### src/autoneg_pkg.sv
// Package: register map, field layout and reset values of the negotiation register set
package autoneg_pkg;

  // ==========================================================
  // Register indices and byte addresses
  localparam logic [3:0] IDX_ID_TWO = 4'h3;
  localparam logic [3:0] IDX_ADVERT = 4'h4;
  localparam logic [3:0] IDX_PARTNER = 4'h5;
  localparam logic [3:0] IDX_EXPANSION = 4'h6;
  localparam logic [3:0] IDX_NEXT_PAGE = 4'h7;
  localparam int ADDR_LSB = 2;
  localparam int ADDR_W = 6;

  // ==========================================================
  // Field positions
  localparam int ADV_NEXT_PAGE = 15;
  localparam int ADV_REMOTE_FAULT = 13;
  localparam int ADV_ASYM_PAUSE = 11;
  localparam int ADV_PAUSE = 10;
  localparam int ADV_ABIL_HI = 8;
  localparam int ADV_ABIL_LO = 5;
  localparam int SEL_HI = 4;
  localparam int LP_ACK = 14;
  localparam int EXP_PD_FAULT = 4;
  localparam int EXP_LP_NP_ABLE = 3;
  localparam int EXP_LOC_NP_ABLE = 2;
  localparam int EXP_PAGE_RX = 1;
  localparam int EXP_LP_AN_ABLE = 0;
  localparam int NP_MORE = 15;
  localparam int NP_MESSAGE = 13;
  localparam int NP_CODE_HI = 10;

  // ==========================================================
  // Reset values and masks
  localparam logic [4:0] SELECTOR_RST = 5'h01;
  localparam logic [10:0] NULL_CODE_RST = 11'h001;
  localparam logic [15:0] ADVERT_WMASK = 16'hADFF;
  localparam logic [15:0] PARTNER_MASK = 16'hAFFF;
  localparam logic [15:0] NEXT_PAGE_WMASK = 16'hA7FF;
  localparam logic [15:0] NEXT_PAGE_RST = 16'h2001;
  localparam logic [1:0] RESP_OKAY = 2'h0;
  localparam logic [1:0] RESP_SLVERR = 2'h2;

  // Page events from the negotiation engine
  typedef struct packed {
    logic base_page_valid;
    logic [15:0] base_page;
    logic partner_acked;
    logic page_received;
    logic pd_fault;
    logic partner_an_able;
    logic restart;
  } page_event_t;

endpackage

### src/autoneg_register_set.sv
// Negotiation register set behind an AXI4-Lite slave
//
// Local design decision: the AXI4-Lite interface to the registers.
`timescale 1ns/1ns

module autoneg_register_set
  import autoneg_pkg::*;
#(
  parameter logic [5:0] OUI_LOW = 6'h15,  // Arbitrary value
  parameter logic [5:0] MODEL_NUM = 6'h2A,  // Arbitrary value
  parameter logic [3:0] REVISION = 4'h5  // Arbitrary value
) (
  input wire logic aclk,
  input wire logic aresetn,
  input wire logic [ADDR_W-1:0] s_axi_awaddr,
  input wire logic s_axi_awvalid,
  output logic s_axi_awready,
  input wire logic [31:0] s_axi_wdata,
  input wire logic [3:0] s_axi_wstrb,
  input wire logic s_axi_wvalid,
  output logic s_axi_wready,
  output logic [1:0] s_axi_bresp,
  output logic s_axi_bvalid,
  input wire logic s_axi_bready,
  input wire logic [ADDR_W-1:0] s_axi_araddr,
  input wire logic s_axi_arvalid,
  output logic s_axi_arready,
  output logic [31:0] s_axi_rdata,
  output logic [1:0] s_axi_rresp,
  output logic s_axi_rvalid,
  input wire logic s_axi_rready,
  input wire logic [3:0] strap_ability,
  input wire page_event_t page_evt,
  output logic [15:0] advert_word,
  output logic [15:0] next_page_word
);

  // ==========================================================
  // Strap synchroniser, sampled once after reset release
  logic [3:0] strap_s1_r;
  logic [3:0] strap_s2_r;
  logic strap_pending_r;

  always_ff @(posedge aclk) begin
    strap_s1_r <= strap_ability;
    strap_s2_r <= strap_s1_r;
  end

  // ==========================================================
  // Write channel: address and data latched in either order
  logic aw_held_r;
  logic w_held_r;
  logic [ADDR_W-1:0] aw_addr_r;
  logic [31:0] w_data_r;
  logic [3:0] w_strb_r;
  logic bvalid_r;
  logic [1:0] bresp_r;

  wire aw_take = s_axi_awvalid && s_axi_awready;
  wire w_take = s_axi_wvalid && s_axi_wready;
  wire do_write = aw_held_r && w_held_r && !bvalid_r;
  wire [3:0] wr_idx = 4'(aw_addr_r >> ADDR_LSB);
  wire [15:0] wr_mask = {{8{w_strb_r[1]}}, {8{w_strb_r[0]}}};
  wire wr_adv = do_write && wr_idx == IDX_ADVERT;
  wire wr_np = do_write && wr_idx == IDX_NEXT_PAGE;
  wire wr_known = wr_idx >= IDX_ID_TWO && wr_idx <= IDX_NEXT_PAGE;

  always_ff @(posedge aclk) begin
    if (!aresetn) begin
      aw_held_r <= 1'b0;
      w_held_r <= 1'b0;
      aw_addr_r <= '0;
      w_data_r <= '0;
      w_strb_r <= '0;
      bvalid_r <= 1'b0;
      bresp_r <= RESP_OKAY;
    end else begin
      if (aw_take) begin
        aw_held_r <= 1'b1;
        aw_addr_r <= s_axi_awaddr;
      end
      if (w_take) begin
        w_held_r <= 1'b1;
        w_data_r <= s_axi_wdata;
        w_strb_r <= s_axi_wstrb;
      end
      if (do_write) begin
        aw_held_r <= 1'b0;
        w_held_r <= 1'b0;
        bvalid_r <= 1'b1;
        bresp_r <= wr_known ? RESP_OKAY : RESP_SLVERR;
      end else if (bvalid_r && s_axi_bready) begin
        bvalid_r <= 1'b0;
      end
    end
  end

  // ==========================================================
  // Writable registers
  logic [15:0] advert_r;
  logic [15:0] next_page_r;
  wire [15:0] adv_merge = (advert_r & ~wr_mask) | (w_data_r[15:0] & wr_mask);
  wire [15:0] np_merge = (next_page_r & ~wr_mask) | (w_data_r[15:0] & wr_mask);

  always_ff @(posedge aclk) begin
    if (!aresetn) begin
      advert_r <= {11'h00F, SELECTOR_RST};
      next_page_r <= NEXT_PAGE_RST;
      strap_pending_r <= 1'b1;
    end else begin
      strap_pending_r <= 1'b0;
      if (wr_adv) begin
        advert_r <= adv_merge & ADVERT_WMASK;
      end else if (strap_pending_r) begin
        advert_r[ADV_ABIL_HI:ADV_ABIL_LO] <= strap_s2_r;
      end
      if (wr_np) begin
        next_page_r <= np_merge & NEXT_PAGE_WMASK;
      end
    end
  end

  // ==========================================================
  // Read channel; one cycle from address to data
  logic arready_r;
  logic rvalid_r;
  logic [31:0] rdata_r;
  logic [1:0] rresp_r;

  wire ar_take = s_axi_arvalid && arready_r;
  wire [3:0] rd_idx = 4'(s_axi_araddr >> ADDR_LSB);
  wire rd_exp = ar_take && rd_idx == IDX_EXPANSION;

  // ==========================================================
  // Partner ability and expansion status
  logic [15:0] partner_r;
  logic pd_fault_r;
  logic page_rx_r;
  logic lp_np_able_r;
  logic lp_an_able_r;

  wire [15:0] partner_nxt = page_evt.base_page & PARTNER_MASK;

  always_ff @(posedge aclk) begin
    if (!aresetn || page_evt.restart) begin
      partner_r <= '0;
      lp_np_able_r <= 1'b0;
      lp_an_able_r <= 1'b0;
    end else begin
      if (page_evt.base_page_valid) begin
        partner_r <= partner_nxt;
        lp_np_able_r <= page_evt.base_page[ADV_NEXT_PAGE];
      end
      partner_r[LP_ACK] <= page_evt.partner_acked;
      if (page_evt.partner_an_able) begin
        lp_an_able_r <= 1'b1;
      end
    end
  end

  // Set wins over the read clear so no event is lost
  always_ff @(posedge aclk) begin
    if (!aresetn) begin
      pd_fault_r <= 1'b0;
      page_rx_r <= 1'b0;
    end else begin
      pd_fault_r <= page_evt.pd_fault || (pd_fault_r && !rd_exp);
      page_rx_r <= page_evt.page_received || (page_rx_r && !rd_exp);
    end
  end

  wire [15:0] id_two_val = {OUI_LOW, MODEL_NUM, REVISION};
  wire [15:0] expansion_val = {11'h000, pd_fault_r, lp_np_able_r, 1'b1,
                               page_rx_r, lp_an_able_r};
  logic [15:0] rd_word;
  logic rd_hit;

  always_comb begin
    rd_hit = 1'b1;
    case (rd_idx)
      IDX_ID_TWO: rd_word = id_two_val;
      IDX_ADVERT: rd_word = advert_r;
      IDX_PARTNER: rd_word = partner_r;
      IDX_EXPANSION: rd_word = expansion_val;
      IDX_NEXT_PAGE: rd_word = next_page_r;
      default: begin
        rd_word = 16'h0000;
        rd_hit = 1'b0;
      end
    endcase
  end

  always_ff @(posedge aclk) begin
    if (!aresetn) begin
      arready_r <= 1'b1;
      rvalid_r <= 1'b0;
      rdata_r <= '0;
      rresp_r <= RESP_OKAY;
    end else if (ar_take) begin
      arready_r <= 1'b0;
      rvalid_r <= 1'b1;
      rdata_r <= {16'h0000, rd_word};
      rresp_r <= rd_hit ? RESP_OKAY : RESP_SLVERR;
    end else if (rvalid_r && s_axi_rready) begin
      rvalid_r <= 1'b0;
      arready_r <= 1'b1;
    end
  end

  // ==========================================================
  // Outputs
  logic awready_r;
  logic wready_r;
  logic [15:0] advert_out_r;
  logic [15:0] np_out_r;

  always_ff @(posedge aclk) begin
    if (!aresetn) begin
      awready_r <= 1'b0;
      wready_r <= 1'b0;
      advert_out_r <= '0;
      np_out_r <= '0;
    end else begin
      awready_r <= !aw_held_r && !aw_take && !bvalid_r;
      wready_r <= !w_held_r && !w_take && !bvalid_r;
      advert_out_r <= advert_r;
      np_out_r <= next_page_r;
    end
  end

  assign s_axi_awready = awready_r;
  assign s_axi_wready = wready_r;
  assign s_axi_bvalid = bvalid_r;
  assign s_axi_bresp = bresp_r;
  assign s_axi_arready = arready_r;
  assign s_axi_rvalid = rvalid_r;
  assign s_axi_rdata = rdata_r;
  assign s_axi_rresp = rresp_r;
  assign advert_word = advert_out_r;
  assign next_page_word = np_out_r;

  // ==========================================================
  // Assertions
  a_adv_t4_zero: assert property (@(posedge aclk) disable iff (!aresetn)
    advert_r[9] == 1'b0 && advert_r[14] == 1'b0 && advert_r[12] == 1'b0)
    else $error("advert reserved or T4 bit set");

  a_adv_write: assert property (@(posedge aclk) disable iff (!aresetn)
    wr_adv && w_strb_r[1] |=> advert_r[ADV_NEXT_PAGE] == $past(w_data_r[15]))
    else $error("advert next page not written");

  a_adv_rf_write: assert property (@(posedge aclk) disable iff (!aresetn)
    wr_adv && w_strb_r[1] |=> advert_r[ADV_REMOTE_FAULT] == $past(w_data_r[13]))
    else $error("advert remote fault not written");

  a_pause_write: assert property (@(posedge aclk) disable iff (!aresetn)
    wr_adv && w_strb_r[1] |=> advert_r[ADV_PAUSE] == $past(w_data_r[10]))
    else $error("advert pause not written");

  a_asym_write: assert property (@(posedge aclk) disable iff (!aresetn)
    wr_adv && w_strb_r[1] |=> advert_r[ADV_ASYM_PAUSE] == $past(w_data_r[11]))
    else $error("advert asymmetric pause not written");

  a_abil_write: assert property (@(posedge aclk) disable iff (!aresetn)
    wr_adv && w_strb_r[1] && w_strb_r[0]
    |=> advert_r[ADV_ABIL_HI:ADV_ABIL_LO] == $past(w_data_r[8:5]))
    else $error("advert speed abilities not written");

  a_sel_write: assert property (@(posedge aclk) disable iff (!aresetn)
    wr_adv && w_strb_r[0] |=> advert_r[SEL_HI:0] == $past(w_data_r[4:0]))
    else $error("selector not written");

  a_adv_read: assert property (@(posedge aclk) disable iff (!aresetn)
    ar_take && rd_idx == IDX_ADVERT |=> (rdata_r[15:0] & 16'h5200) == 16'h0000)
    else $error("advert read shows fixed zero bits set");

  a_adv_reset: assert property (@(posedge aclk)
    $rose(aresetn) |-> advert_r[15:9] == 7'h00 && advert_r[SEL_HI:0] == SELECTOR_RST)
    else $error("advert reset value wrong");

  a_strap_load: assert property (@(posedge aclk)
    $rose(aresetn) ##0 !wr_adv |=> advert_r[ADV_ABIL_HI:ADV_ABIL_LO] == $past(strap_s2_r))
    else $error("strap not loaded");

  a_page_latch: assert property (@(posedge aclk) disable iff (!aresetn)
    page_evt.page_received |=> page_rx_r)
    else $error("page received not latched");

  a_read_clears: assert property (@(posedge aclk) disable iff (!aresetn)
    rd_exp && !page_evt.page_received && !page_evt.pd_fault |=> !page_rx_r && !pd_fault_r)
    else $error("latched bits not cleared on read");

  a_fault_latch: assert property (@(posedge aclk) disable iff (!aresetn)
    page_evt.pd_fault |=> pd_fault_r)
    else $error("parallel fault not latched");

  a_partner_mirror: assert property (@(posedge aclk) disable iff (!aresetn)
    page_evt.base_page_valid && !page_evt.restart
    |=> partner_r[15] == $past(page_evt.base_page[15])
        && partner_r[13] == $past(page_evt.base_page[13]))
    else $error("partner page not mirrored");

  a_partner_fields: assert property (@(posedge aclk) disable iff (!aresetn)
    page_evt.base_page_valid && !page_evt.restart
    |=> partner_r[11:0] == $past(page_evt.base_page[11:0]) && !partner_r[12])
    else $error("partner ability fields not mirrored");

  a_partner_ack: assert property (@(posedge aclk) disable iff (!aresetn)
    !page_evt.restart |=> partner_r[LP_ACK] == $past(page_evt.partner_acked))
    else $error("partner ack not shown");

  a_restart_clr: assert property (@(posedge aclk) disable iff (!aresetn)
    page_evt.restart |=> partner_r == 16'h0000 && !lp_an_able_r)
    else $error("partner not cleared on restart");

  a_lp_reset: assert property (@(posedge aclk)
    $rose(aresetn) |-> partner_r == 16'h0000 && !pd_fault_r && !page_rx_r)
    else $error("partner or latched bits not reset");

  a_exp_fixed: assert property (@(posedge aclk) disable iff (!aresetn)
    expansion_val[EXP_LOC_NP_ABLE] && expansion_val[15:5] == 11'h000)
    else $error("expansion fixed bits wrong");

  a_exp_read: assert property (@(posedge aclk) disable iff (!aresetn)
    ar_take && rd_idx == IDX_EXPANSION
    |=> rdata_r[15:5] == 11'h000 && rdata_r[EXP_LOC_NP_ABLE])
    else $error("expansion read fixed bits wrong");

  a_np_write: assert property (@(posedge aclk) disable iff (!aresetn)
    wr_np && w_strb_r[1]
    |=> next_page_r[NP_MESSAGE] == $past(w_data_r[13]) && !next_page_r[14])
    else $error("next page write wrong");

  a_np_more: assert property (@(posedge aclk) disable iff (!aresetn)
    wr_np && w_strb_r[1] |=> next_page_r[NP_MORE] == $past(w_data_r[15]))
    else $error("next page more flag not written");

  a_np_reset: assert property (@(posedge aclk)
    $rose(aresetn) |-> !next_page_r[NP_MORE] && next_page_r[NP_MESSAGE])
    else $error("next page flags reset wrong");

  a_lp_np_able: assert property (@(posedge aclk) disable iff (!aresetn)
    page_evt.base_page_valid && !page_evt.restart
    |=> lp_np_able_r == $past(page_evt.base_page[15]))
    else $error("partner next page ability wrong");

  a_an_able: assert property (@(posedge aclk) disable iff (!aresetn)
    page_evt.partner_an_able && !page_evt.restart |=> lp_an_able_r)
    else $error("partner negotiation ability not set");

  a_id_fields: assert property (@(posedge aclk) disable iff (!aresetn)
    ar_take && rd_idx == IDX_ID_TWO |=> rdata_r[15:0] == {OUI_LOW, MODEL_NUM, REVISION})
    else $error("identifier word wrong");

  a_code_reset: assert property (@(posedge aclk)
    $rose(aresetn) |-> next_page_r[NP_CODE_HI:0] == NULL_CODE_RST)
    else $error("next page code reset wrong");

endmodule

### config.mk
export PLATFORM = sky130hd
export DESIGN_NAME = autoneg_register_set
export DESIGN_NICKNAME = d
export VERILOG_FILES = /design/src/autoneg_pkg.sv /design/src/autoneg_register_set.sv
export SDC_FILE = /design/constraint.sdc
export NUM_CORES = 1
export LEC_CHECK = 0
export ABC_AREA = 1
export ABC_CLOCK_PERIOD_IN_PS = 2900
export BUFFER_PORTS_ARGS = -buffer_cell sky130_fd_sc_hd__buf_4
export CORE_MARGIN = 5
export CORE_UTILIZATION = 30
export CTS_CLUSTER_SIZE = 14
export DETAILED_ROUTE_END_ITERATION = 10
export MAX_ROUTING_LAYER = met4
export PLACE_DENSITY_LB_ADDON = 0.25
export SETUP_SLACK_MARGIN = 0.5
export SLEW_MARGIN = 40
export SYNTH_ARGS = -nofsm -noshare
export SYNTH_HDL_FRONTEND = slang
export SYNTH_SLANG_ARGS = --single-unit
### constraint.sdc
create_clock -name aclk -period 2.9 [get_ports aclk]
set_input_delay 0.58 -clock aclk [delete_from_list [all_inputs] [get_ports aclk]]
set_output_delay 0.58 -clock aclk [all_outputs]
set_load 0.005 [all_outputs]
* Word-level counts from Yosys, hierarchy flattened
Cells that the tools add are included.
** Storage, ports and cells
- Bits in registers :: 131
- Bits of input ports :: 81
** Operators by class
- Bitwise operators :: 7
- Mux-type cells :: 13
- Magnitude comparators :: 2
- Reductions and logical operators :: 32
- Eq/ne operators :: 7
** Operators with widths (count)
- 16-bit one-hot mux with 5 select lines :: 1
- 16-bit AND :: 3
- 16-bit OR :: 2
- 4-bit by 3-bit == test with 1-bit output (second input constant) :: 6
- 1-bit logical AND :: 17
- 16-bit inverter :: 1
- 1-bit 2-to-1 mux :: 8
- 4-bit 2-to-1 mux :: 2
- 1-bit logical NOT :: 7
- 2-bit nonzero test :: 3
- 5-bit OR reduction :: 1
- 4-bit by 2-bit == test with 1-bit output (second input constant) :: 1
- 4-bit by 2-bit greater-or-equal comparator with 1-bit output (second input constant) :: 1
- 4-bit by 3-bit <= comparator with 1-bit output (second input constant) :: 1
- 2-bit 2-to-1 mux :: 2
- 1-bit logical OR :: 3
- 2-bit OR reduction :: 1
- 1-bit inverter :: 1

* Longest topological paths before layout
- Word-level depth :: 5
- Depth in mapped cells :: 9
- Depth with buffers taken out :: 9

* Worst setup path before layout
OpenSTA, ideal clock, no wires.
- Kind :: input to register
- From :: input aresetn
- To :: register with a tool-made name
- Path slack :: 1482 ps
- Arrival :: 1285 ps
- Buffers on the path :: 3
- Stages on the path :: 5
- Required time :: 2768 ps
- Path through :: buf_2 -> inv_1 -> buf_2 -> buf_1 -> a21oi_1
** RTL lines
- start: declaration :: line autoneg_register_set.sv:14 : input wire logic aresetn,

* Worst setup path after layout
- From :: input aresetn
- To :: register partner_r[0]
** Between the ends
- Longest elaborated chain between the ends :: 2
** Ends and longest elaborated chain
- 1-bit logical NOT
- 1-bit logical OR :: line autoneg_register_set.sv:145 : if (!aresetn || page_evt.restart) begin
- end signal: assignment :: line autoneg_register_set.sv:151 : partner_r <= partner_nxt;
- end signal: indexed assignment :: line autoneg_register_set.sv:154 : partner_r[LP_ACK] <= page_evt.partner_acked;
- end: declaration :: line autoneg_register_set.sv:136 : logic [15:0] partner_r;
Every way passes these cells.
A chain may end at the register's enable or synchronous reset.

==> flow_metrics.env <==
export IMPL_hp_class="in2reg"
export IMPL_path_common_cell="inv_1"
export IMPL_syn_area_per_cell_um2=7.864
export IMPL_power_density_nw_per_um2=675.9
export IMPL_dpl_instance_area_um2=5512
export IMPL_cts_tree="done"
export IMPL_cts_inserted_buffers=17
export IMPL_final_cell_mix="135 x nand2_1, 124 x dfxtp_1, 108 x buf_4"
export IMPL_ir_drop_mv=0.4107
export IMPL_vias_per_cell=4.451
export IMPL_wl_per_cell_um=13.85
export IMPL_rsz0062_at_grt="false"
export IMPL_worstPathCellList="buf_4 -> inv_1 -> nor2_1 -> inv_1 -> a21oi_1"
export IMPL_fin_area_um2=6077
export IMPL_drcViolationCount=0
export IMPL_grt_pass1_vias=3905
export IMPL_synthesis_area_um2=4663
export IMPL_antenna_found_initial=0
export IMPL_crit_type="in2reg"
export IMPL_relSlewSlack_pct=65.77
export IMPL_clk_insertion_delay_late_ps=410
export IMPL_grt_max_degree=40
export IMPL_grt_pass1_wl_um=19670
export IMPL_worstMarginPinSlew_ps=512.3
export IMPL_slew_violations=0
export IMPL_clock_sinks=124
export IMPL_vias=3984
export IMPL_die_area_um2=18140
export IMPL_dp_hpwl_um=9173
export IMPL_synth_cell_types=26
export IMPL_ys_seq_area_share_pct=53.23
export IMPL_critical_path_top_delay_family="buffers and inverters"
export IMPL_skew_ps=8.480
export IMPL_post_cts_buffers=0
export IMPL_layout_commonest_cell="nand2_1"
export IMPL_r2r_slack_ps=1480
export IMPL_place_inst=865
export IMPL_die_y_um=134.7
export IMPL_io_pins=154
export IMPL_cp_start_kind="input pin"
export IMPL_row_count=45
export IMPL_start_util_pct=30.67
export IMPL_cts_root_buf="clkbuf_16"
export IMPL_n_antenna_cell=0
export IMPL_dr_pass1_iters=5
export IMPL_critical_path_buf_inv_count=3
export IMPL_crit_arrival_ps=1850
export IMPL_fin_nets=777
export IMPL_cts_max_path_buffers=2
export IMPL_portBuffers=103
export IMPL_first_iter_violations=209
export IMPL_grt_use_total_pct=14.19
export IMPL_yosysWarnings=0
export IMPL_tns_ps=0
export IMPL_core_area_um2=15200
export IMPL_area_growth_pct=30.32
export IMPL_setup_violations_final=0
export IMPL_grt_remaining_overflow=0
export IMPL_fin_crit_ps=1516
export IMPL_ys_ff_latch=124
export IMPL_cpMaxStageDelayCell="buf_4"
export IMPL_instances_no_fill=895
export IMPL_drive_gt1_share_pct=21.92
export IMPL_critPathRequiredTime_ps=3230
export IMPL_syn_inst=593
export IMPL_fmax_mhz=659.6
export IMPL_routed_wl_um=12390
export IMPL_maxCapViolCount=0
export IMPL_hold_violations=0
export IMPL_cts_repair_resized=0
export IMPL_worst_setup_path_end_kind="flop"
export IMPL_die_x_um=134.7
export IMPL_ant_nets=0
export IMPL_cts_hold_buf=0
export IMPL_path_clk_slew_ps=50
export IMPL_worst_path_max_fanout=32
export IMPL_p_total_mw=4.108
export IMPL_post_route_period_util_pct=52.28
export IMPL_htreeDepth=4
export IMPL_fin_hold_ws_ps=267.0
export IMPL_outcome="finished clean"
export IMPL_slowest_delay_ps=310
export IMPL_gp_congestion=0.7967
export IMPL_p_leak_nw=2.793
==> report_power, final <==
part	internal (mW)	switching, mW	leakage (nW)
Combinational	0.119	0.156	1.49
Sequential	1.77	0.0430	1.01
Clock	1.31	0.711	0.288
==> routing by layer <==
layer	GRT usage, %	wire, um	vias up
met5	-	0	-
met4	5.373	180	0
met3	3.987	848	17
met2	20.54	5382	139
met1	18.84	5984	1775
li1	-	-	2053
==> layout make-up <==
cell class / count / area (um^2)
Clock buffer: 21 / 470.5
Clock inverter: 9 / 95.09
Fill cell: 1546 / 9125
Inverter: 63 / 246.5
Multi-Input combinational cell: 382 / 1737
Sequential cell: 124 / 2482
Tap cell: 188 / 235.2
Timing Repair Buffer: 108 / 810.8
==> per-stage QoR <==
step           setup WS, ps  util [%]
6_report               1384     39.98
5_1_grt                1252     39.98
4_1_cts                1375     39.98
3_5_place_dp          948.8     36.26
3_3_place_gp           1017     36.26
2_1_floorplan          1482         -
==> cell usage after synthesis, drive strengths merged <==
cell type / count / area (um^2)
nor2: 57 / 241.5
o21ai: 49 / 245.2
a21oi: 56 / 280.3
nand2: 138 / 525.5
inv: 59 / 221.5
nand3: 42 / 245.2
dfxtp: 124 / 2482
o211ai: 1 / 7.510
buf: 36 / 242.7
clkbuf: 11 / 41.29
nand4: 10 / 62.56
o21bai: 1 / 7.510
conb: 1 / 3.750
clkinv: 4 / 25.03
nor3: 4 / 31.28
==> worst register-to-register path: stages, from the launching register on <==
cell and delay, ps:
dfxtp_1 320, inv_1 100, nand3_1 130, inv_2 230, nand3_2 210, o21ai_0 260, a21oi_1 60
==> path summary, 6_finish.rpt <==
| check | start | to | cells past startpoint |
|---|---|---|---|
| min | strap_ability[2] | strap_s1_r[2]$_DFF_P_ | 1 |
| max reg2reg | s_axi_bvalid$_SDFFE_PN0P_ | flop | 6 |
| min reg2reg | strap_s1_r[0]$_DFF_P_ | strap_s2_r[0]$_DFF_P_ | 0 |
| max | aresetn | partner_r[0]$_SDFFE_PP0P_ | 5 |
==> logic make-up (layout without fill, tap and decap cells) <==
logic type      Yosys count  count (layout)  share of synthesized area [%]
flops                   124             124                          53.23
simple gates            251             251                          23.72
buf+inv                 110             201                          11.38
compound gates          107             107                          11.59
other cells               1              24                        0.08042
No activity file was read; power rests on OpenSTA's default activity.
